==> config.mk <==
export PLATFORM = sky130hd
export DESIGN_NAME = mtp_motion_power
export DESIGN_NICKNAME = d
export VERILOG_FILES = /design/src/rtl/mtp_sleep_mem.v /design/src/rtl/mtp_motion_power.v
export VERILOG_INCLUDE_DIRS = /design/src /design/src/rtl
export SDC_FILE = /design/constraint.sdc
export NUM_CORES = 1
export LEC_CHECK = 0
export BUFFER_PORTS_ARGS = -buffer_cell sky130_fd_sc_hd__buf_2
export CAP_MARGIN = 20
export CORE_ASPECT_RATIO = 1.5
export CORE_MARGIN = 5
export CORE_UTILIZATION = 55
export DETAILED_ROUTE_END_ITERATION = 16
export GPL_TIMING_DRIVEN = 1
export PLACE_DENSITY = 0.7
export SLEW_MARGIN = 20
export SYNTH_ARGS = -nofsm -noshare
export SYNTH_HDL_FRONTEND = slang
export SYNTH_SLANG_ARGS = --single-unit
==> constraint.sdc <==
create_clock -name clk -period 6.9 [get_ports clk]
set_input_delay 0.345 -clock clk [delete_from_list [all_inputs] [get_ports clk]]
set_output_delay 0.345 -clock clk [all_outputs]
set_load 0.005 [all_outputs]
==> src/rtl/mtp_consts.vh <==
// Purpose: shared constants of the motion tracking and power control block
// Assumes: 40 MHz system clock, 8-bit register address, 16-bit register data
// Notes:   definitions only, no logic
`ifndef MTP_CONSTS_VH
`define MTP_CONSTS_VH

// register offsets
`define MTP_A_CTRL      8'h00
`define MTP_A_RES_X     8'h01
`define MTP_A_RES_Y     8'h02
`define MTP_A_RES_BOTH  8'h03
`define MTP_A_MOT_X     8'h04
`define MTP_A_MOT_Y     8'h05
`define MTP_A_MOT_NZ    8'h06
`define MTP_A_LIFT_CFG  8'h07
`define MTP_A_LIFT_EST  8'h08
`define MTP_A_FORCE     8'h09
`define MTP_A_IDLE_DLY  8'h0a
`define MTP_A_STATE     8'h0b
`define MTP_A_INT_STAT  8'h0c
`define MTP_A_INT_MASK  8'h0d
// sleep table: 0x10 + 2*level is the period, +1 the repeat count
`define MTP_A_SLP_BASE  8'h10
`define MTP_A_SLP_MASK  8'hf8

// field positions
`define MTP_CTRL_RUN    0
`define MTP_LIFT_CUT    2:0
`define MTP_LIFT_HYS    6:4
`define MTP_FORCE_IDX   2:0
`define MTP_FORCE_SLP   4
`define MTP_INT_SLEEP   0
`define MTP_INT_TRANS   1
`define MTP_INT_LIFT    2

// reset values
`define MTP_RST_RES     16'h0320
`define MTP_RST_CUT     3'h7
`define MTP_RST_HYS     3'h0
`define MTP_RST_IDLE    16'h03e8

// mode encodings: bit 3 set marks a sleep mode
`define MTP_ST_TRACK0   4'h0
`define MTP_ST_TRACKMAX 4'h5
`define MTP_ST_SLEEP0   4'h8
`define MTP_ST_SLEEPMAX 4'hb
`define MTP_ST_SLPBIT   3

// timing
`define MTP_CLK_HZ      40000000
`define MTP_MS_PER_S    1000
`define MTP_SAMPLE_BASE 16000

`endif

==> src/rtl/mtp_sleep_mem.v <==
// Purpose: sleep-mode table, one word per sleep level (period low, repeats high)
// Assumes: single clock, writes land per 16-bit half
// Notes:   read data come out of a register, one cycle after the address
module mtp_sleep_mem #(
    parameter DW    = 32,
    parameter DEPTH = 4,
    parameter AW    = 2
) (
    input  wire          clk,
    input  wire [1:0]    wr_half,   // per-half write enables
    input  wire [AW-1:0] wr_addr,   // entry written
    input  wire [DW-1:0] wr_data,   // data, placed in both halves
    input  wire [AW-1:0] rd_addr,   // entry read
    output reg  [DW-1:0] rd_data    // registered read data
);
    localparam HW = DW / 2;

    wire [DW-1:0] rd_word;          // word at the read address, before the register

    // each half is its own array with its own write enable, so one process writes each array
    genvar h;
    generate
        for (h = 0; h < 2; h = h + 1) begin : g_half
            reg [HW-1:0] mem [0:DEPTH-1];   // half-word storage
            always @(posedge clk) begin
                if (wr_half[h]) begin
                    mem[wr_addr] <= wr_data[h*HW +: HW];
                end
            end
            assign rd_word[h*HW +: HW] = mem[rd_addr];
        end
    endgenerate

    // registered read port
    always @(posedge clk) begin
        rd_data <= rd_word;
    end
endmodule // mtp_sleep_mem

==> src/rtl/mtp_motion_power.v <==
// Purpose: motion count, lift detection and track/sleep power sequencing
// Assumes: all inputs synchronous to clk; register reads answer one cycle later
// Notes:   sleep table lives in mtp_sleep_mem, one registered read per level
// Functional notes
// - separate X and Y resolution, 16-bit DPI
// - combined readback gives X value
// - accumulate signed XY counts, clear on read
// - report whether read counts were non-zero
// - lift cutoff 0-7 suppresses tracking output
// - lift hysteresis 0 up to cutoff
// - readable lift estimate, 0 to 7
// - forced sleep index 0-3 enters immediately
// - forced track index 0-5 enters immediately
// - higher track mode samples faster
// - sleep 0 shallowest, sleep 3 deepest
// - per-level 16-bit sleep period in ms
// - per-level repeat count, then deeper sleep
// - idle delay moves track 0 to sleep 0
// - sleep interrupt gated by enable bit
// - state byte: current high, previous low
//
// Our own choices: the address-and-strobe port and the placing of the registers.
`include "mtp_consts.vh"
module mtp_motion_power #(
    parameter CYC_PER_MS  = `MTP_CLK_HZ / `MTP_MS_PER_S, // clock cycles per millisecond
    parameter SAMPLE_BASE = `MTP_SAMPLE_BASE,            // sample period of track mode 0
    parameter MW          = 8                            // motion delta width
) (
    input  wire                 clk,
    input  wire                 rst_n,
    input  wire [7:0]           reg_addr,
    input  wire [15:0]          reg_wdata,
    input  wire                 reg_wr,
    input  wire                 reg_rd,
    output reg  [15:0]          reg_rdata,
    input  wire                 motion_valid,
    input  wire signed [MW-1:0] motion_dx,
    input  wire signed [MW-1:0] motion_dy,
    input  wire [2:0]           lift_estimate,
    output wire                 track_output_en,
    output wire                 sample_tick,
    output wire [2:0]           track_level_index,
    output wire [1:0]           sleep_level_index,
    output wire                 in_sleep,
    output wire                 irq
);
    // register file state
    reg         run_r;             // tracking engine started
    reg  [15:0] res_x_r;           // x resolution, dpi
    reg  [15:0] res_y_r;           // y resolution, dpi
    reg  [2:0]  cut_r;             // lift cutoff level
    reg  [2:0]  hys_r;             // lift hysteresis
    reg  [15:0] idle_dly_r;        // idle delay in ms
    reg  [2:0]  int_stat_r;        // sticky events
    reg  [2:0]  int_mask_r;        // event enables
    reg  [15:0] mot_x_r;           // x accumulator
    reg  [15:0] mot_y_r;           // y accumulator
    reg  [15:0] mot_y_snap_r;      // y captured when x is read
    reg         mot_nz_r;          // last read pair was non-zero
    reg         lifted_r;          // lift cut in force
    reg  [3:0]  state_r;           // current track/sleep state
    reg  [3:0]  prev_r;            // previous track/sleep state
    reg  [15:0] div_r;             // millisecond divider
    reg  [15:0] ms_r;              // ms spent in current wait
    reg  [15:0] rep_r;             // sleep periods spent
    reg         seen_r;            // motion seen in this sleep period
    reg  [15:0] smp_r;             // sample period counter

    // next values and helpers
    reg  [15:0] rdata_nxt;
    reg  [3:0]  state_nxt;
    reg         restart;           // timing restarts this cycle
    wire        ms_tick;           // one-cycle pulse each ms
    wire        is_sleep;
    wire        motion;            // usable non-zero motion sample
    wire        rd_mot_x;
    wire        wr_force;
    wire [2:0]  ev_set;            // events raised this cycle
    wire [2:0]  ev_clr;            // write-one-to-clear bits
    wire [2:0]  hys_eff;           // hysteresis clamped to cutoff
    wire [2:0]  low_mark;          // level to release lift
    wire        lifted_nxt;
    wire [31:0] slp_word;          // period (low) and repeats (high)
    wire [15:0] smp_period;
    wire [15:0] mot_x_sum;
    wire [15:0] mot_y_sum;
    wire [1:0]  slp_wr_half;

    assign is_sleep  = state_r[`MTP_ST_SLPBIT];
    assign in_sleep  = is_sleep;
    assign track_level_index = is_sleep ? 3'h0 : state_r[2:0];
    assign sleep_level_index = is_sleep ? state_r[1:0] : 2'h0;
    assign rd_mot_x  = reg_rd && (reg_addr == `MTP_A_MOT_X);
    assign wr_force  = reg_wr && (reg_addr == `MTP_A_FORCE);
    assign motion    = motion_valid && !lifted_r && ((motion_dx != 0) || (motion_dy != 0));
    assign track_output_en = !lifted_r;

    // sleep table writes: low half is the period, high half the repeat count
    assign slp_wr_half = (reg_wr && ((reg_addr & `MTP_A_SLP_MASK) == `MTP_A_SLP_BASE)) ?
                         (reg_addr[0] ? 2'h2 : 2'h1) : 2'h0;

    mtp_sleep_mem #(
        .DW    (32),
        .DEPTH (4),
        .AW    (2)
    ) u_sleep_mem (
        .clk     (clk),
        .wr_half (slp_wr_half),
        .wr_addr (reg_addr[2:1]),
        .wr_data ({reg_wdata, reg_wdata}),
        .rd_addr (state_r[1:0]),
        .rd_data (slp_word)
    );

    // lift hysteresis never goes past the cutoff
    assign hys_eff   = (hys_r > cut_r) ? cut_r : hys_r;
    assign low_mark  = cut_r - hys_eff;
    // lift sets above cutoff and releases at or below cutoff minus hysteresis
    assign lifted_nxt = lifted_r ? (lift_estimate > low_mark) : (lift_estimate > cut_r);

    // sign-extended accumulation of the new deltas
    assign mot_x_sum = (rd_mot_x ? 16'h0000 : mot_x_r) + {{(16-MW){motion_dx[MW-1]}}, motion_dx};
    assign mot_y_sum = (rd_mot_x ? 16'h0000 : mot_y_r) + {{(16-MW){motion_dy[MW-1]}}, motion_dy};

    // lift detection state
    always @(posedge clk or negedge rst_n) begin
        if (!rst_n) begin
            lifted_r <= 1'b0;
        end else begin
            lifted_r <= lifted_nxt;
        end
    end

    // motion accumulators; a read clears them but keeps a sample arriving with it
    always @(posedge clk or negedge rst_n) begin
        if (!rst_n) begin
            mot_x_r      <= 16'h0000;
            mot_y_r      <= 16'h0000;
            mot_y_snap_r <= 16'h0000;
            mot_nz_r     <= 1'b0;
        end else begin
            if (rd_mot_x) begin
                mot_y_snap_r <= mot_y_r;
                mot_nz_r     <= (mot_x_r != 16'h0000) || (mot_y_r != 16'h0000);
            end
            if (motion) begin
                mot_x_r <= mot_x_sum;
                mot_y_r <= mot_y_sum;
            end else if (rd_mot_x) begin
                mot_x_r <= 16'h0000;
                mot_y_r <= 16'h0000;
            end
        end
    end

    // millisecond enable from the system clock
    assign ms_tick = (div_r == CYC_PER_MS[15:0] - 16'h0001);
    always @(posedge clk or negedge rst_n) begin
        if (!rst_n) begin
            div_r <= 16'h0000;
        end else if (ms_tick) begin
            div_r <= 16'h0000;
        end else begin
            div_r <= div_r + 16'h0001;
        end
    end

    // sample period halves with each track level up
    assign smp_period = SAMPLE_BASE[15:0] >> state_r[2:0];
    assign sample_tick = run_r && !is_sleep && (smp_r == 16'h0000);
    always @(posedge clk or negedge rst_n) begin
        if (!rst_n) begin
            smp_r <= 16'h0000;
        end else if (!run_r || is_sleep || (smp_r == 16'h0000)) begin
            smp_r <= smp_period - 16'h0001;
        end else begin
            smp_r <= smp_r - 16'h0001;
        end
    end

    // track/sleep sequencer: next state and timing restart
    always @* begin
        state_nxt = state_r;
        restart   = 1'b0;
        if (!run_r) begin
            // engine stopped: parked in track 0
            state_nxt = `MTP_ST_TRACK0;
            restart   = 1'b1;
        end else if (wr_force) begin
            restart = 1'b1;
            if (reg_wdata[`MTP_FORCE_SLP]) begin
                // forced sleep, index limited to 0..3
                state_nxt = {2'h2, reg_wdata[1:0]};
            end else if (reg_wdata[`MTP_FORCE_IDX] <= `MTP_ST_TRACKMAX) begin
                // forced track, index 0..5; larger indices ignored
                state_nxt = {1'b0, reg_wdata[`MTP_FORCE_IDX]};
            end
        end else if (!is_sleep) begin
            if (motion) begin
                // motion keeps the idle timer fresh
                restart = 1'b1;
            end else if (ms_tick && (ms_r >= idle_dly_r)) begin
                restart = 1'b1;
                if (state_r == `MTP_ST_TRACK0) begin
                    state_nxt = `MTP_ST_SLEEP0;
                end else begin
                    state_nxt = state_r - 4'h1;
                end
            end
        end else if (ms_tick && (ms_r + 16'h0001 >= slp_word[15:0])) begin
            // end of one sleep period: check for motion
            restart = 1'b1;
            if (seen_r || motion) begin
                state_nxt = `MTP_ST_TRACK0;
            end else if ((rep_r + 16'h0001 >= slp_word[31:16]) && (state_r != `MTP_ST_SLEEPMAX)) begin
                state_nxt = state_r + 4'h1;
            end
        end
    end

    // sequencer registers and timers
    always @(posedge clk or negedge rst_n) begin
        if (!rst_n) begin
            state_r <= `MTP_ST_TRACK0;
            prev_r  <= `MTP_ST_TRACK0;
            ms_r    <= 16'h0000;
            rep_r   <= 16'h0000;
            seen_r  <= 1'b0;
        end else begin
            state_r <= state_nxt;
            if (state_nxt != state_r) begin
                prev_r <= state_r;
            end
            // idle or period timing, saturating
            if (restart) begin
                ms_r <= 16'h0000;
            end else if (ms_tick && (ms_r != 16'hffff)) begin
                ms_r <= ms_r + 16'h0001;
            end
            // repeat count of the current sleep level
            if (state_nxt != state_r) begin
                rep_r <= 16'h0000;
            end else if (is_sleep && restart && (rep_r != 16'hffff)) begin
                rep_r <= (rep_r + 16'h0001 >= slp_word[31:16]) ? 16'h0000 : rep_r + 16'h0001;
            end
            // motion noticed during a sleep period
            if (restart) begin
                seen_r <= 1'b0;
            end else if (motion) begin
                seen_r <= 1'b1;
            end
        end
    end

    // interrupt events
    assign ev_set[`MTP_INT_SLEEP] = run_r && (state_nxt != state_r) && state_nxt[`MTP_ST_SLPBIT]
                                    && !is_sleep;
    assign ev_set[`MTP_INT_TRANS] = run_r && (state_nxt != state_r);
    assign ev_set[`MTP_INT_LIFT]  = (lifted_nxt != lifted_r);
    assign ev_clr = (reg_wr && (reg_addr == `MTP_A_INT_STAT)) ? reg_wdata[2:0] : 3'h0;
    // one level output while any enabled status bit is set
    assign irq = |(int_stat_r & int_mask_r);

    // software-written registers and sticky status; a set beats a clear
    always @(posedge clk or negedge rst_n) begin
        if (!rst_n) begin
            run_r      <= 1'b0;
            res_x_r    <= `MTP_RST_RES;
            res_y_r    <= `MTP_RST_RES;
            cut_r      <= `MTP_RST_CUT;
            hys_r      <= `MTP_RST_HYS;
            idle_dly_r <= `MTP_RST_IDLE;
            int_mask_r <= 3'h0;
            int_stat_r <= 3'h0;
        end else begin
            int_stat_r <= (int_stat_r & ~ev_clr) | ev_set;
            if (reg_wr) begin
                case (reg_addr)
                    `MTP_A_CTRL: begin
                        run_r <= reg_wdata[`MTP_CTRL_RUN];
                    end
                    `MTP_A_RES_X: begin
                        res_x_r <= reg_wdata;
                    end
                    `MTP_A_RES_Y: begin
                        res_y_r <= reg_wdata;
                    end
                    `MTP_A_LIFT_CFG: begin
                        cut_r <= reg_wdata[`MTP_LIFT_CUT];
                        hys_r <= reg_wdata[`MTP_LIFT_HYS];
                    end
                    `MTP_A_IDLE_DLY: begin
                        idle_dly_r <= reg_wdata;
                    end
                    `MTP_A_INT_MASK: begin
                        int_mask_r <= reg_wdata[2:0];
                    end
                    default: begin
                        // other offsets have no stored field here
                    end
                endcase
            end
        end
    end

    // read data mux
    always @* begin
        rdata_nxt = 16'h0000;
        case (reg_addr)
            `MTP_A_CTRL:     rdata_nxt = {15'h0000, run_r};
            `MTP_A_RES_X:    rdata_nxt = res_x_r;
            `MTP_A_RES_Y:    rdata_nxt = res_y_r;
            `MTP_A_RES_BOTH: rdata_nxt = (res_x_r == res_y_r) ? res_y_r : res_x_r;
            `MTP_A_MOT_X:    rdata_nxt = mot_x_r;
            `MTP_A_MOT_Y:    rdata_nxt = mot_y_snap_r;
            `MTP_A_MOT_NZ:   rdata_nxt = {15'h0000, mot_nz_r};
            `MTP_A_LIFT_CFG: rdata_nxt = {9'h000, hys_r, 1'b0, cut_r};
            `MTP_A_LIFT_EST: rdata_nxt = {12'h000, lifted_r, lift_estimate};
            `MTP_A_IDLE_DLY: rdata_nxt = idle_dly_r;
            `MTP_A_STATE:    rdata_nxt = {8'h00, state_r, prev_r};
            `MTP_A_INT_STAT: rdata_nxt = {13'h0000, int_stat_r};
            `MTP_A_INT_MASK: rdata_nxt = {13'h0000, int_mask_r};
            default:         rdata_nxt = 16'h0000;
        endcase
    end

    // read data stand in the cycle after the read strobe only
    always @(posedge clk or negedge rst_n) begin
        if (!rst_n) begin
            reg_rdata <= 16'h0000;
        end else if (reg_rd) begin
            reg_rdata <= rdata_nxt;
        end else begin
            reg_rdata <= 16'h0000;
        end
    end
endmodule // mtp_motion_power

# After elaboration in Yosys (flattened, before gate mapping)
# Memory sizes are Yosys's and may differ from the RTL's. A register that Yosys moved wholly into a read port is not among the register bits.
# Cells that the tools add are included.
# word_totals
out_inout_bits	25
mem_bits_rw	128
n_memories	2
register_bits	200
wordCells	152
# op_classes
n_reduce_logical	42
n_eq_ne	21
n_bitwise	4
shifts	1
n_mux	44
order_cmp	7
n_addsub	10
# mem_list
memory	words	width	read_ports	rd_ports_with_merged_regs	wr	line	text
u_sleep_mem.g_half[0].mem	4	16	1	1	1	mtp_sleep_mem.v:24	reg [HW-1:0] mem [0:DEPTH-1];
u_sleep_mem.g_half[1].mem	4	16	1	1	1	mtp_sleep_mem.v:24	
# op_table
op	count
2-to-1 mux 16 bit	13
one-hot mux 16 bit (13 select lines)	1
nonzero test 32 bit	2
adder 16 x 1 -> 16 bit (second input constant)	3
equality test 8 x 4 -> 1 bit (second input constant)	6
>= comparator 16 bit	3
2-to-1 mux 4 bit	11
adder 16 bit	2
equality test 8 x 3 -> 1 bit (second input constant)	4
inequality test 16 bit (second input constant)	2
nonzero test 16 bit	2
subtractor 16 x 1 -> 16 bit (second input constant)	2
logical AND 1 bit	17
equality test 16 bit	1
equality test 16 bit (second input constant)	1
equality test 8 x 2 -> 1 bit (second input constant)	2
zero test 16 bit	1
>> shifter 14 x 3 -> 16 bit (first input constant)	1
2-to-1 mux 1 bit	13
AND reduction 2 bit	6
greater-than comparator 3 bit	3
2-to-1 mux 3 bit	3
equality test 8 x 1 -> 1 bit (second input constant)	1
zero test 8 bit	1
other kinds (17)	28

# Longest topological paths before layout
# Gate-level depths: netlist (run 1).
# depth
word_depth	14
ltp_mapped	20

# Cells and area by module
# A second synthesis (run 1) with hierarchy kept.
# hier_totals
cells_unflattened	1599
hier_area_um2	18475.2
# modules_own_cells
mod	cells_per_inst	n_inst	area_each_um2
mtp_motion_power	1392	1	13113.8
mtp_sleep_mem	207	1	5361.4

# Worst setup path after synthesis (run 1)
# Ideal clock, no wire load.
# synth_timing
path_kind	register to register
start	reg rep_r[0]
end	reg prev_r[1]
path_buffers	2
period_less_slack_ps	4384
arrival_time_ps	4258
path_stages_with_launch	20
setup_ps	125
slack_ps	2516
path_cell_list	dfrtp_1 > and3_1 > and3_1 > and3_1 > and3_1 > and3_1 > clkbuf_1 > nand3_1 > xnor2_1 > ha_1 > a21oi_1 > o21a_1 > a32oi_1 > a21boi_0 > nand3_1 > or4_1 > a211o_1 > nand4_2 > buf_6 > mux2_4
# synth_between
elab_chain_cells	10
# synth_lines
item	line	text
start: declaration	mtp_motion_power.v:65	reg [15:0] rep_r;
start signal: assignment	mtp_motion_power.v:244	rep_r <= (rep_r + 16'h0001 >= slp_word[31:16]) ? 16'h0000 : rep_r + 16'h0001;
adder 16 x 1 -> 16 bit	mtp_motion_power.v:215	end else if ((rep_r + 16'h0001 >= slp_word[31:16]) && (state_r != `MTP_ST_SLEEPMAX)) begin
>= comparator 16 bit	mtp_motion_power.v:215	
logical AND 1 bit	mtp_motion_power.v:215	
2-to-1 mux 4 bit	mtp_motion_power.v:215	
2-to-1 mux 4 bit	mtp_motion_power.v:213	if (seen_r || motion) begin
2-to-1 mux 4 bit	mtp_motion_power.v:210	end else if (ms_tick && (ms_r + 16'h0001 >= slp_word[15:0])) begin
2-to-1 mux 4 bit	mtp_motion_power.v:198	end else if (!is_sleep) begin
2-to-1 mux 4 bit	mtp_motion_power.v:189	end else if (wr_force) begin
2-to-1 mux 4 bit	mtp_motion_power.v:185	if (!run_r) begin
inequality test 4 bit	mtp_motion_power.v:231	if (state_nxt != state_r) begin
end signal: assignment	mtp_motion_power.v:225	prev_r <= `MTP_ST_TRACK0;
end signal: assignment	mtp_motion_power.v:232	prev_r <= state_r;
end: declaration	mtp_motion_power.v:62	reg [3:0] prev_r;
# No other way between the ends.
# A chain may end at the register's enable or synchronous reset.

# Worst setup path in the final report (run 1)
# layout_timing
start	reg rep_r[0]
end	reg prev_r[2]
# Same word-level chain as after synthesis.

==> flow_summary.yaml, run 1 <==
place:
  placed_area_um2: 19300
  place.gp.congestion: 0.911
  pre_cts_slack_ns: 1.73
  portBuffers: 72
  post-dp-hpwl_um: 33900
timing:
  tightest_slew_ns: 1.08
  fin_crit_ns: 5.23
  layout_setup_ws_ns: 1.67
  fin_crit_sh: 0.757
  fmax_ghz: 0.191
  skew_ns: 0.0208
  grt_setup_unrepaired: "false"
  holdWs_ns: 0.173
  hold_violations: 0
  finalMaxSlewViolations: 0
  relSlewSlack: 0.271
  final.setup.tns_ns: 0
  setup_viol: 0
min_path:
  min_path_cells: 3
  min_to: "idle_dly_r[9]$_DFFE_PN1P_"
  hp-start: "reg_wdata[9]"
  worstHoldPathType: "in -> reg"
setup_path:
  r2r_cells: 17
  required_ns: 7.32
  crit_type: "reg -> reg"
  path_max_fanout: 21
  critical_path.startpoint_type: "register"
  reg2reg_slack_ns: 1.67
  r2r_start: "rep_r[0]$_DFFE_PN0P_"
  cp-end-kind: "register"
  reg2reg_to: "prev_r[2]$_DFFE_PN0N_"
  critical_path_arrival_ns: 5.65
  timing.critical_path.from: "rep_r[0]$_DFFE_PN0P_"
synth:
  ys_seq_area_frac: 0.515
  ys.flop_type: "dfrtp_1"
  ys_types: 82
  synth.net_count: 1773
  synth-edff-count: 128
  ys_ff_latch: 360
  async_flop_share: 0.556
  synthTopCellsByArea: "dfrtp_1, edfxtp_1, ha_1, mux2_2, mux4_2"
  syn-cell-area_um2: 18500
  postSynthAreaPerCell_um2: 11.4
  netlist.area_leader.share: 0.251
  netlist_instances: 1622
  yosys_warnings: 0
  synth_top_area_cell: "dfrtp_1"
floorplan:
  fp-row-count: 82
  start_util: 0.554
  die_w_um: 160
  ioPinCount: 73
  coreArea_um2: 33300
  chipHeight_um: 234
  dieArea_um2: 37400
grt:
  grt_pass1_wl_um: 74600
  grt_start_max_net_pins: 86
  grt_pass1_vias: 13579
  antenna_found_initial: 0
  grt_overflow_total: 0
  grt_usage: 0.254
detailed_routing:
  drt-total-wl_um: 47400
  vias: 13123
  post_drt_via_cell_ratio: 6.14
  drc_errors: 0
  wl_per_cell_um: 22.2
  drt-pass1-iter-count: 6
  dr.first_iter.drc_count: 1044
  drtAntennaViolNets: 0
cts:
  cts_buffer_depth: 3
  clk_pin_slew_ns: 0.07
  postCtsSetupRepairBufs: 0
  clock_latency_ns: 0.54
  numCtsBuffers: 36
  clock-sinks: 360
  htreeDepth: 2
  cts_root_buf: "clkbuf_16"
  cts_tree: "done"
finish:
  drive_above_1_share: 0.168
  fin_area_um2: 20500
  area_growth_pct: 11.0
  finalNetCount: 1842
  diodes: 0
outcome:
  status: "completed"
power_and_ir_drop:
  leakage_nw: 8.71
  finalPower_w: 0.00555
  powerDensity_nw_per_um2: 271
  ir_drop_uv: 230
run:
  maxCapViolCount: 0
-- kinds of logic (layout without fill, tap and decap cells) --
group                      after synthesis  count (layout)  synth area share
buffers and inverters                  144             240            0.0306
DFF                                    360             360             0.515
and+or+nand+nor                        480             480             0.131
xor gates and xnor gates               112             112            0.0531
AOI/OAI and AO/OA                      309             309             0.110
adders and majority gates              103             103            0.0710
muxes                                  114             114            0.0892
-- cells in the final DEF (no fill, tap or decap), types with 26 or more instances in the layout --
cell type	synthesis	final
nor2_1	98	98
nand2_1	139	139
xnor2_1	55	55
buf_2	2	71
nor3_1	31	27
edfxtp_1	128	128
a22oi_1	28	28
nand3_1	26	26
mux2_2	67	67
and2_1	36	36
clkbuf_16	0	37
xor2_1	57	57
a21oi_1	66	66
o21ai_0	88	88
inv_1	76	76
dfxtp_1	32	32
dfrtp_1	185	183
mux4_2	33	33
ha_1	100	100
-- report_power, final --
part	leakage [nW]	switching [W]	internal [W]
Clock	0.574	0.000836	0.00115
Combinational	4.16	0.000609	0.000469
Sequential	3.97	0.000135	0.00235
Total	8.71	0.00158	0.00397
-- how the worst max path moves through the flow --
stage / end / depth (start not counted)
after floorplan: prev_r[1]$_DFFE_PN0N_ / 19
after global placement: prev_r[2]$_DFFE_PN0N_ / 17
after detailed placement: prev_r[2]$_DFFE_PN0N_ / 17
after CTS: prev_r[2]$_DFFE_PN0N_ / 17
after global routing: prev_r[2]$_DFFE_PN0N_ / 17
final: prev_r[2]$_DFFE_PN0N_ / 17
-- cell usage after synthesis, types with 4 or more instances --
| cell type | number |
|---|---|
| dfxtp_1 | 32 |
| o21a_1 | 4 |
| nor2b_1 | 18 |
| o41ai_1 | 4 |
| a21o_1 | 15 |
| nand4_1 | 18 |
| inv_1 | 76 |
| nor3_1 | 31 |
| nor4_1 | 20 |
| mux2i_1 | 12 |
| a31oi_1 | 24 |
| a22oi_1 | 28 |
| xnor2_1 | 55 |
| nand2b_1 | 21 |
| nor3b_1 | 8 |
| mux4_2 | 33 |
| o211ai_1 | 5 |
| a2111oi_0 | 5 |
| nor2_1 | 98 |
| o21ai_0 | 88 |
| a222oi_1 | 6 |
| and3_1 | 22 |
| dfrtp_1 | 185 |
| mux2_2 | 67 |
| a211oi_1 | 6 |
| clkbuf_1 | 55 |
| nand3_1 | 26 |
| xor2_1 | 57 |
| a221o_1 | 5 |
| nor4b_1 | 4 |
| o31ai_1 | 4 |
| a221oi_1 | 7 |
| ha_1 | 100 |
| nand2_1 | 139 |
| edfxtp_1 | 128 |
| nand3b_1 | 13 |
| a21oi_1 | 66 |
| or3_1 | 11 |
| a211o_1 | 4 |
| and2_1 | 36 |
| buf_1 | 6 |
| dfstp_2 | 15 |
-- per-layer routing --
layer / GRT usage / up-vias / routed length (um)
li1: - / 6059 / -
met1: 0.283 / 6553 / 17400
met2: 0.487 / 387 / 25700
met3: 0.0303 / 124 / 2030
met4: 0.113 / 0 / 2230
met5: 0 / - / 0
-- worst max-delay path: stages, from the launching register on --
cell,delay [ns]
dfrtp_1,0.40
ha_1,0.25
nand3_1,0.20
nor3_1,0.45
and3_1,0.32
nand3_1,0.20
nor2_1,0.21
xor2_1,0.12
ha_1,0.30
nand2_1,0.06
o21a_1,0.19
a32oi_1,0.15
a21boi_0,0.44
nand3_1,0.14
or4_1,0.47
nand4_1,0.14
nand4_2,0.58
mux2_4,0.52
-- repair_timing --
action / in CTS / in global routing
gates resized for setup: 0 / 0
hold endpoints to repair: 42 / 0
hold buffers: 1 / 0
-- per-stage QoR --
| stage | instances | utilization |
|---|---|---|
| 6_report | 2138 | 0.615 |
| 2_1_floorplan | 1622 | - |
| 4_1_cts | 2138 | 0.615 |
| 3_3_place_gp | 2072 | 0.579 |
| 3_5_place_dp | 2072 | 0.579 |
| 5_1_grt | 2138 | 0.615 |
-- flip-flops by register name (all words and copies together) (netlist names), 4 cells and up --
signal / cells
rep_r: 16
mot_y_snap_r: 16
prev_r: 4
ms_r: 16
idle_dly_r: 16
mot_x_r: 16
res_y_r: 16
u_sleep_mem.g_half.mem: 128
reg_rdata: 16
smp_r: 16
mot_y_r: 16
res_x_r: 16
u_sleep_mem.rd_data: 32
state_r: 4
div_r: 16
-- cell type report --
type / count / area [um^2]
fill: 2653 / 12800
sequential: 360 / 9510
clock inverter: 12 / 150
multi-input combinational: 1118 / 8440
inverter: 78 / 293
tap: 420 / 526
timing repair buffer: 97 / 563
clock buffer: 53 / 1030
Note: power is estimated with default switching activity, not from simulation.
==> inputs of run 2 (changes only) <==
--- a/config.mk
+++ b/config.mk
@@ -13,7 +13,7 @@
 export CORE_UTILIZATION = 55
 export DETAILED_ROUTE_END_ITERATION = 16
 export GPL_TIMING_DRIVEN = 1
-export PLACE_DENSITY = 0.7
+export PLACE_DENSITY = 0.73
 export SLEW_MARGIN = 20
 export SYNTH_ARGS = -nofsm -noshare
 export SYNTH_HDL_FRONTEND = slang
==> constraint.sdc (replaced) <==
create_clock -name clk -period 4.4 [get_ports clk]
set_input_delay 0.22 -clock clk [delete_from_list [all_inputs] [get_ports clk]]
set_output_delay 0.22 -clock clk [all_outputs]
set_load 0.005 [all_outputs]
==> run 2 against run 1 <==
Compared with the run above:
- total power rose by 58%
- setup slack worse by 1.5 ns
- sequential share of layout area down 1.1 points
- clock power is 58% higher
==> flow_summary.yaml, run 2 (synthesis gave the netlist of run 1 again) <==
outcome:
  status: "completed"
place:
  post-dp-hpwl_um: 33700
  dp_cells: 2104
  pre_cts_slack_ns: -0.133
  portBuffers: 72
  place.gp.congestion: 0.928
floorplan:
  chipHeight_um: 234
  dieArea_um2: 37400
  ioPinCount: 73
  die_w_um: 160
  start_util: 0.554
  fp-row-count: 82
  coreArea_um2: 33300
setup_path:
  crit_type: "reg -> reg"
  reg2reg_to: "prev_r[3]$_DFFE_PN0N_"
  r2r_cells: 17
  critPathCapture: "prev_r[3]$_DFFE_PN0N_"
  critical_path_arrival_ns: 4.69
  cp-end-kind: "register"
  r2r_start: "rep_r[0]$_DFFE_PN0P_"
  path_max_fanout: 6
  required_ns: 4.82
  reg2reg_slack_ns: 0.13
  timing.critical_path.from: "rep_r[0]$_DFFE_PN0P_"
  critical_path.startpoint_type: "register"
timing:
  fin_crit_sh: 0.972
  fin_crit_ns: 4.27
  relSlewSlack: 0.324
  hold_violations: 0
  skew_ns: 0.0152
  tightest_slew_ns: 1.01
  setup_viol: 0
  fmax_ghz: 0.234
  finalMaxSlewViolations: 0
  layout_setup_ws_ns: 0.125
detailed_routing:
  wl_per_cell_um: 21.8
  drc_errors: 0
  drtAntennaViolNets: 0
  drt-pass1-iter-count: 5
  drt-total-wl_um: 47400
  post_drt_via_cell_ratio: 6.11
  dr.first_iter.drc_count: 960
  vias: 13289
min_path:
  hp-start: "reg_wdata[11]"
  worstHoldPathType: "in -> reg"
finish:
  drive_above_1_share: 0.202
  diodes: 0
  layout.cells.most_common_list: "dfrtp_1, nand2_1, edfxtp_1"
  regMostFlops: "u_sleep_mem.g_half.mem"
  finalNetCount: 1879
  stdcell_count: 2175
  area_growth_pct: 13.7
  final_common_cell: "dfrtp_1"
  final_util: 0.630
  fillCellCount: 2533
  top_regs: "u_sleep_mem.g_half.mem (128), u_sleep_mem.rd_data (32)"
  largest_reg_flops: 128
power_and_ir_drop:
  finalPower_w: 0.00877
  powerDensity_nw_per_um2: 418
  ir_drop_uv: 353
  leakage_nw: 8.94
grt:
  grt_pass1_vias: 13536
  grt_util_met3: 0.0307
  grt_busiest_layer: "met2"
  met1_usage: 0.277
  grt_start_max_net_pins: 106
  antenna_found_initial: 0
  grt_pass1_wl_um: 73600
  grt_usage: 0.251
  grt_overflow_total: 0
  grt_util_met2: 0.471
cts:
  numCtsBuffers: 35
  clock-sinks: 360
  cts_buffer_depth: 3
  clk_pin_slew_ns: 0.06
  cts_root_buf: "clkbuf_16"
  cts_tree: "done"
  clock_latency_ns: 0.54
  htreeDepth: 2
run:
  maxCapViolCount: 0
-- run 2: changes by cell type in the layout (fill, tap and decap cells not counted), sizes merged --
cell,before,now
inv,78,80
buf,95,132
clkinv,8,14
dlygate4sd3,1,2
bufinv,3,5
clkbuf,54,43
-- run 2: worst min path at each step --
stage                                                             to  depth (start not counted)
final                     u_sleep_mem.g_half[1].mem[3][11]$_DFFE_PP_                          1
after global routing      u_sleep_mem.g_half[1].mem[2][15]$_DFFE_PP_                          1
after CTS                 u_sleep_mem.g_half[1].mem[2][15]$_DFFE_PP_                          1
after detailed placement                     reg_rdata[13]$_DFF_PN0_                          1
after global placement                       reg_rdata[14]$_DFF_PN0_                          1
after floorplan                                   div_r[0]$_DFF_PN0_                          0
-- run 2: per-layer routing --
| metal | up-vias | share of wire |
|---|---|---|
| met3 | 141 | 0.046 |
| li1 | 6146 | - |
| met1 | 6578 | 0.36 |
| met5 | - | 0 |
| met2 | 424 | 0.53 |
| met4 | 0 | 0.058 |
-- run 2: report_power, final --
group	internal, W	switching (W)	total [W]
combinational	0.000760	0.000982	0.00174
sequential	0.00368	0.000195	0.00388
clock	0.00183	0.00132	0.00315
-- run 2: timing repair --
action | 4_1_cts | 5_1_grt
gates resized for setup | 5 | 32
endpoints found under the hold margin | 93 | 0
setup endpoints to repair | 20 | 21
hold buffers | 2 | 0
pin swaps | 0 | 10
gates cloned | 0 | 0
buffers inserted | 0 | 5
-- run 2: final cells by class --
| class | count | area (um^2) | share of cell area |
|---|---|---|---|
| Sequential cell | 360 | 9510 | 0.453 |
| Tap cell | 420 | 526 | 0.0250 |
| Timing Repair Buffer | 135 | 872 | 0.0415 |
| Inverter | 78 | 293 | 0.0139 |
| Clock buffer | 42 | 932 | 0.0444 |
| Multi-Input combinational cell | 1118 | 8590 | 0.409 |
| Clock inverter | 22 | 272 | 0.0129 |
-- run 2: critical path, cell delays in order, from the launching register on --
cell and delay [ns]:
dfrtp_2 0.42, and3_4 0.20, and3_4 0.18, and3_4 0.18, and3_4 0.19, and3_4 0.26
xor2_1 0.24, ha_1 0.29, a21oi_1 0.16, o21ai_0 0.12, a31oi_1 0.28, a21boi_2 0.10
buf_4 0.16, o211ai_1 0.20, a2111oi_2 0.11, nor4_2 0.40, nand4_4 0.28, mux2_4 0.36
-- run 2: stage by stage --
stage / setup TNS [ns] / area [um^2] / hold slack [ns]
6_report: 0 / 21000 / 0.0342
4_1_cts: 0 / 20800 / 0.00929
3_5_place_dp: -2.23 / 19600 / 0.365
2_1_floorplan: 0 / 18500 / -0.0756
5_1_grt: -0.204 / 21000 / 0.0305
3_3_place_gp: 0 / 19600 / 0.351
==> inputs of run 3 (changes only) <==
--- a/config.mk
+++ b/config.mk
@@ -11,6 +11,7 @@
 export CORE_ASPECT_RATIO = 1.5
 export CORE_MARGIN = 5
 export CORE_UTILIZATION = 55
+export CTS_BUF_LIST = sky130_fd_sc_hd__clkbuf_4
 export DETAILED_ROUTE_END_ITERATION = 16
 export GPL_TIMING_DRIVEN = 1
 export PLACE_DENSITY = 0.73
==> run 3 against run 2 <==
Compared with the run above:
- first-iteration DRC count is 1.6% lower
- sequential power is essentially flat
- utilization up 0.44 points
- critical path depth increased by 1
- total power is 4.4% lower
- clock power is 13% lower
- clock skew grew 0.038 ns
- routed wire length rose by 0.68%
- setup slack improved by 0.077 ns
- fmax is 1.8% higher
- cell count grew 5.7%
- highest routed layer unchanged
==> flow_summary.yaml, run 3 (synthesis gave the netlist of run 1 again) <==
finish:
  area_growth_pct: 14.5
  finalNetCount: 1960
  top_regs: "u_sleep_mem.g_half.mem (128), u_sleep_mem.rd_data (32)"
  fillCellCount: 2552
  multiInputGateArea_um2: 8520
  seq_area_um2: 9510
  regMostFlops: "u_sleep_mem.g_half.mem"
  layout.cells.most_common_list: "dfrtp_1, nand2_1, edfxtp_1"
  drive_above_1_share: 0.224
  final_common_cell: "dfrtp_1"
  largest_reg_flops: 128
timing:
  tightest_slew_ns: 0.975
  grt_setup_unrepaired: "true"
  fin_crit_sh: 0.954
  holdWs_ns: 0.0593
  skew_ns: 0.0531
  hold_violations: 0
  setup_viol: 0
  fin_crit_ns: 4.20
  fmax_ghz: 0.238
  relSlewSlack: 0.348
  finalMaxSlewViolations: 0
setup_path:
  required_ns: 5.04
  crit_chain: "and3_1, and3_1, and3_1, and3_1, and3_4, nand3_1, xnor2_2, ha_1, nand2_1, o21a_1, a32oi_1, a21boi_2, buf_4, nand3_1, or4_4, a211o_1, nand4_4, mux2_2"
  max_stage_delay_ns: 0.45
  critical_path_arrival_ns: 4.84
  cp-end-kind: "register"
  crit_slowest_cell: "or4_4"
  crit_type: "reg -> reg"
  reg2reg_slack_ns: 0.20
  path_max_fanout: 6
  cpMostUsedCell: "and3_1"
  critical_path.startpoint_type: "register"
outcome:
  status: "completed"
min_path:
  worstHoldPathType: "in -> async"
power_and_ir_drop:
  powerDensity_nw_per_um2: 397
  ir_drop_uv: 381
  leakage_nw: 9.12
  finalPower_w: 0.00839
cts:
  clk_pin_slew_ns: 0.06
  cts_buffer_depth: 3
  numCtsBuffers: 85
  cts_root_buf: "clkbuf_4"
  clock-sinks: 360
  htreeDepth: 3
  cts_tree: "done"
  clock_latency_ns: 0.79
run:
  maxCapViolCount: 0
detailed_routing:
  vias: 13711
  wl_per_cell_um: 20.8
  drt-pass1-iter-count: 5
  drt-total-wl_um: 47700
  dr.first_iter.drc_count: 945
  drtAntennaViolNets: 0
  drc_errors: 0
  post_drt_via_cell_ratio: 5.97
floorplan:
  ioPinCount: 73
  dieArea_um2: 37400
  start_util: 0.554
  coreArea_um2: 33300
  die_w_um: 160
  chipHeight_um: 234
  fp-row-count: 82
grt:
  grt_busiest_layer: "met2"
  grt_util_met2: 0.469
  grt_usage: 0.256
  antenna_found_initial: 1
  grt_util_met3: 0.0436
  grt_pass1_vias: 14117
  grt_overflow_total: 0
  met1_usage: 0.276
  grt_pass1_wl_um: 74800
  grt_start_max_net_pins: 106
place:
  portBuffers: 72
  place.gp.congestion: 0.928
  post-dp-hpwl_um: 33700
## run 3: final cells by class
type | count | area share
clock buffers | 125 | 0.0444
multi-input cells | 1118 | 0.403
clock inverters | 30 | 0.00781
flip-flops and latches | 360 | 0.450
inverters | 78 | 0.0138
repair buffers | 166 | 0.0562
well taps | 420 | 0.0249
diodes | 1 | 0.000118
## run 3: per-stage QoR
| stage | cells | area [um^2] | util | TNS [ns] | setup WS, ns |
|---|---|---|---|---|---|
| after floorplan | 1622 | 18500 | - | 0 | 0.0164 |
| after global placement | 2104 | 19600 | 0.587 | 0 | 0.0501 |
| after detailed placement | 2104 | 19600 | 0.587 | -2.23 | -0.133 |
| after CTS | 2296 | 21100 | 0.632 | 0 | 0.0118 |
| after global routing | 2298 | 21100 | 0.634 | -0.0940 | -0.0640 |
| final | 2298 | 21100 | 0.634 | 0 | 0.202 |
## run 3: worst paths after layout
kind	from	end	cells after the start
max in group asynchronous	rst_n	state_r[1]$_DFF_PN0_	3
min in group clk	motion_dx[4]	mot_x_r[5]$_DFF_PN0_	5
worst min register to register	div_r[0]$_DFF_PN0_	div_r[0]$_DFF_PN0_	1
worst min-delay path	rst_n	reg_rdata[13]$_DFF_PN0_	2
worst max-delay path	rep_r[0]$_DFFE_PN0P_	prev_r[3]$_DFFE_PN0N_	18
worst max register to register	rep_r[0]$_DFFE_PN0P_	prev_r[3]$_DFFE_PN0N_	18
## run 3: report_power, final
group | leakage, nW | total, W | internal, W | switching, W
clock network | 0.645 | 0.00274 | 0.00137 | 0.00137
logic | 4.50 | 0.00177 | 0.000784 | 0.000989
registers | 3.97 | 0.00388 | 0.00368 | 0.000195
total | 9.12 | 0.00839 | 0.00584 | 0.00255
## run 3: what timing repair did
action | CTS | global route
setup endpoints to repair | 20 | 21
gates resized for setup | 6 | 16
gates cloned | 0 | 0
hold buffers | 37 | 0
endpoints found under the hold margin | 291 | 0
setup buffers | 0 | 1
pin swaps | 0 | 3
## run 3: routing by layer
layer	routed length [um]	up-vias
met3	2410	134
li1	-	6370
met1	17300	6754
met4	2650	0
met5	0	-
met2	25300	453
## run 3: worst max-delay path, delay by kind of cell, from the launching register on
family          cells  cell delay (ns)
fa+ha+maj           1             0.32
buf+inv             1             0.14
simple gates       10             1.86
flops               1             0.41
compound gates      4             0.82
mux                 1             0.35
xor+xnor            1             0.18
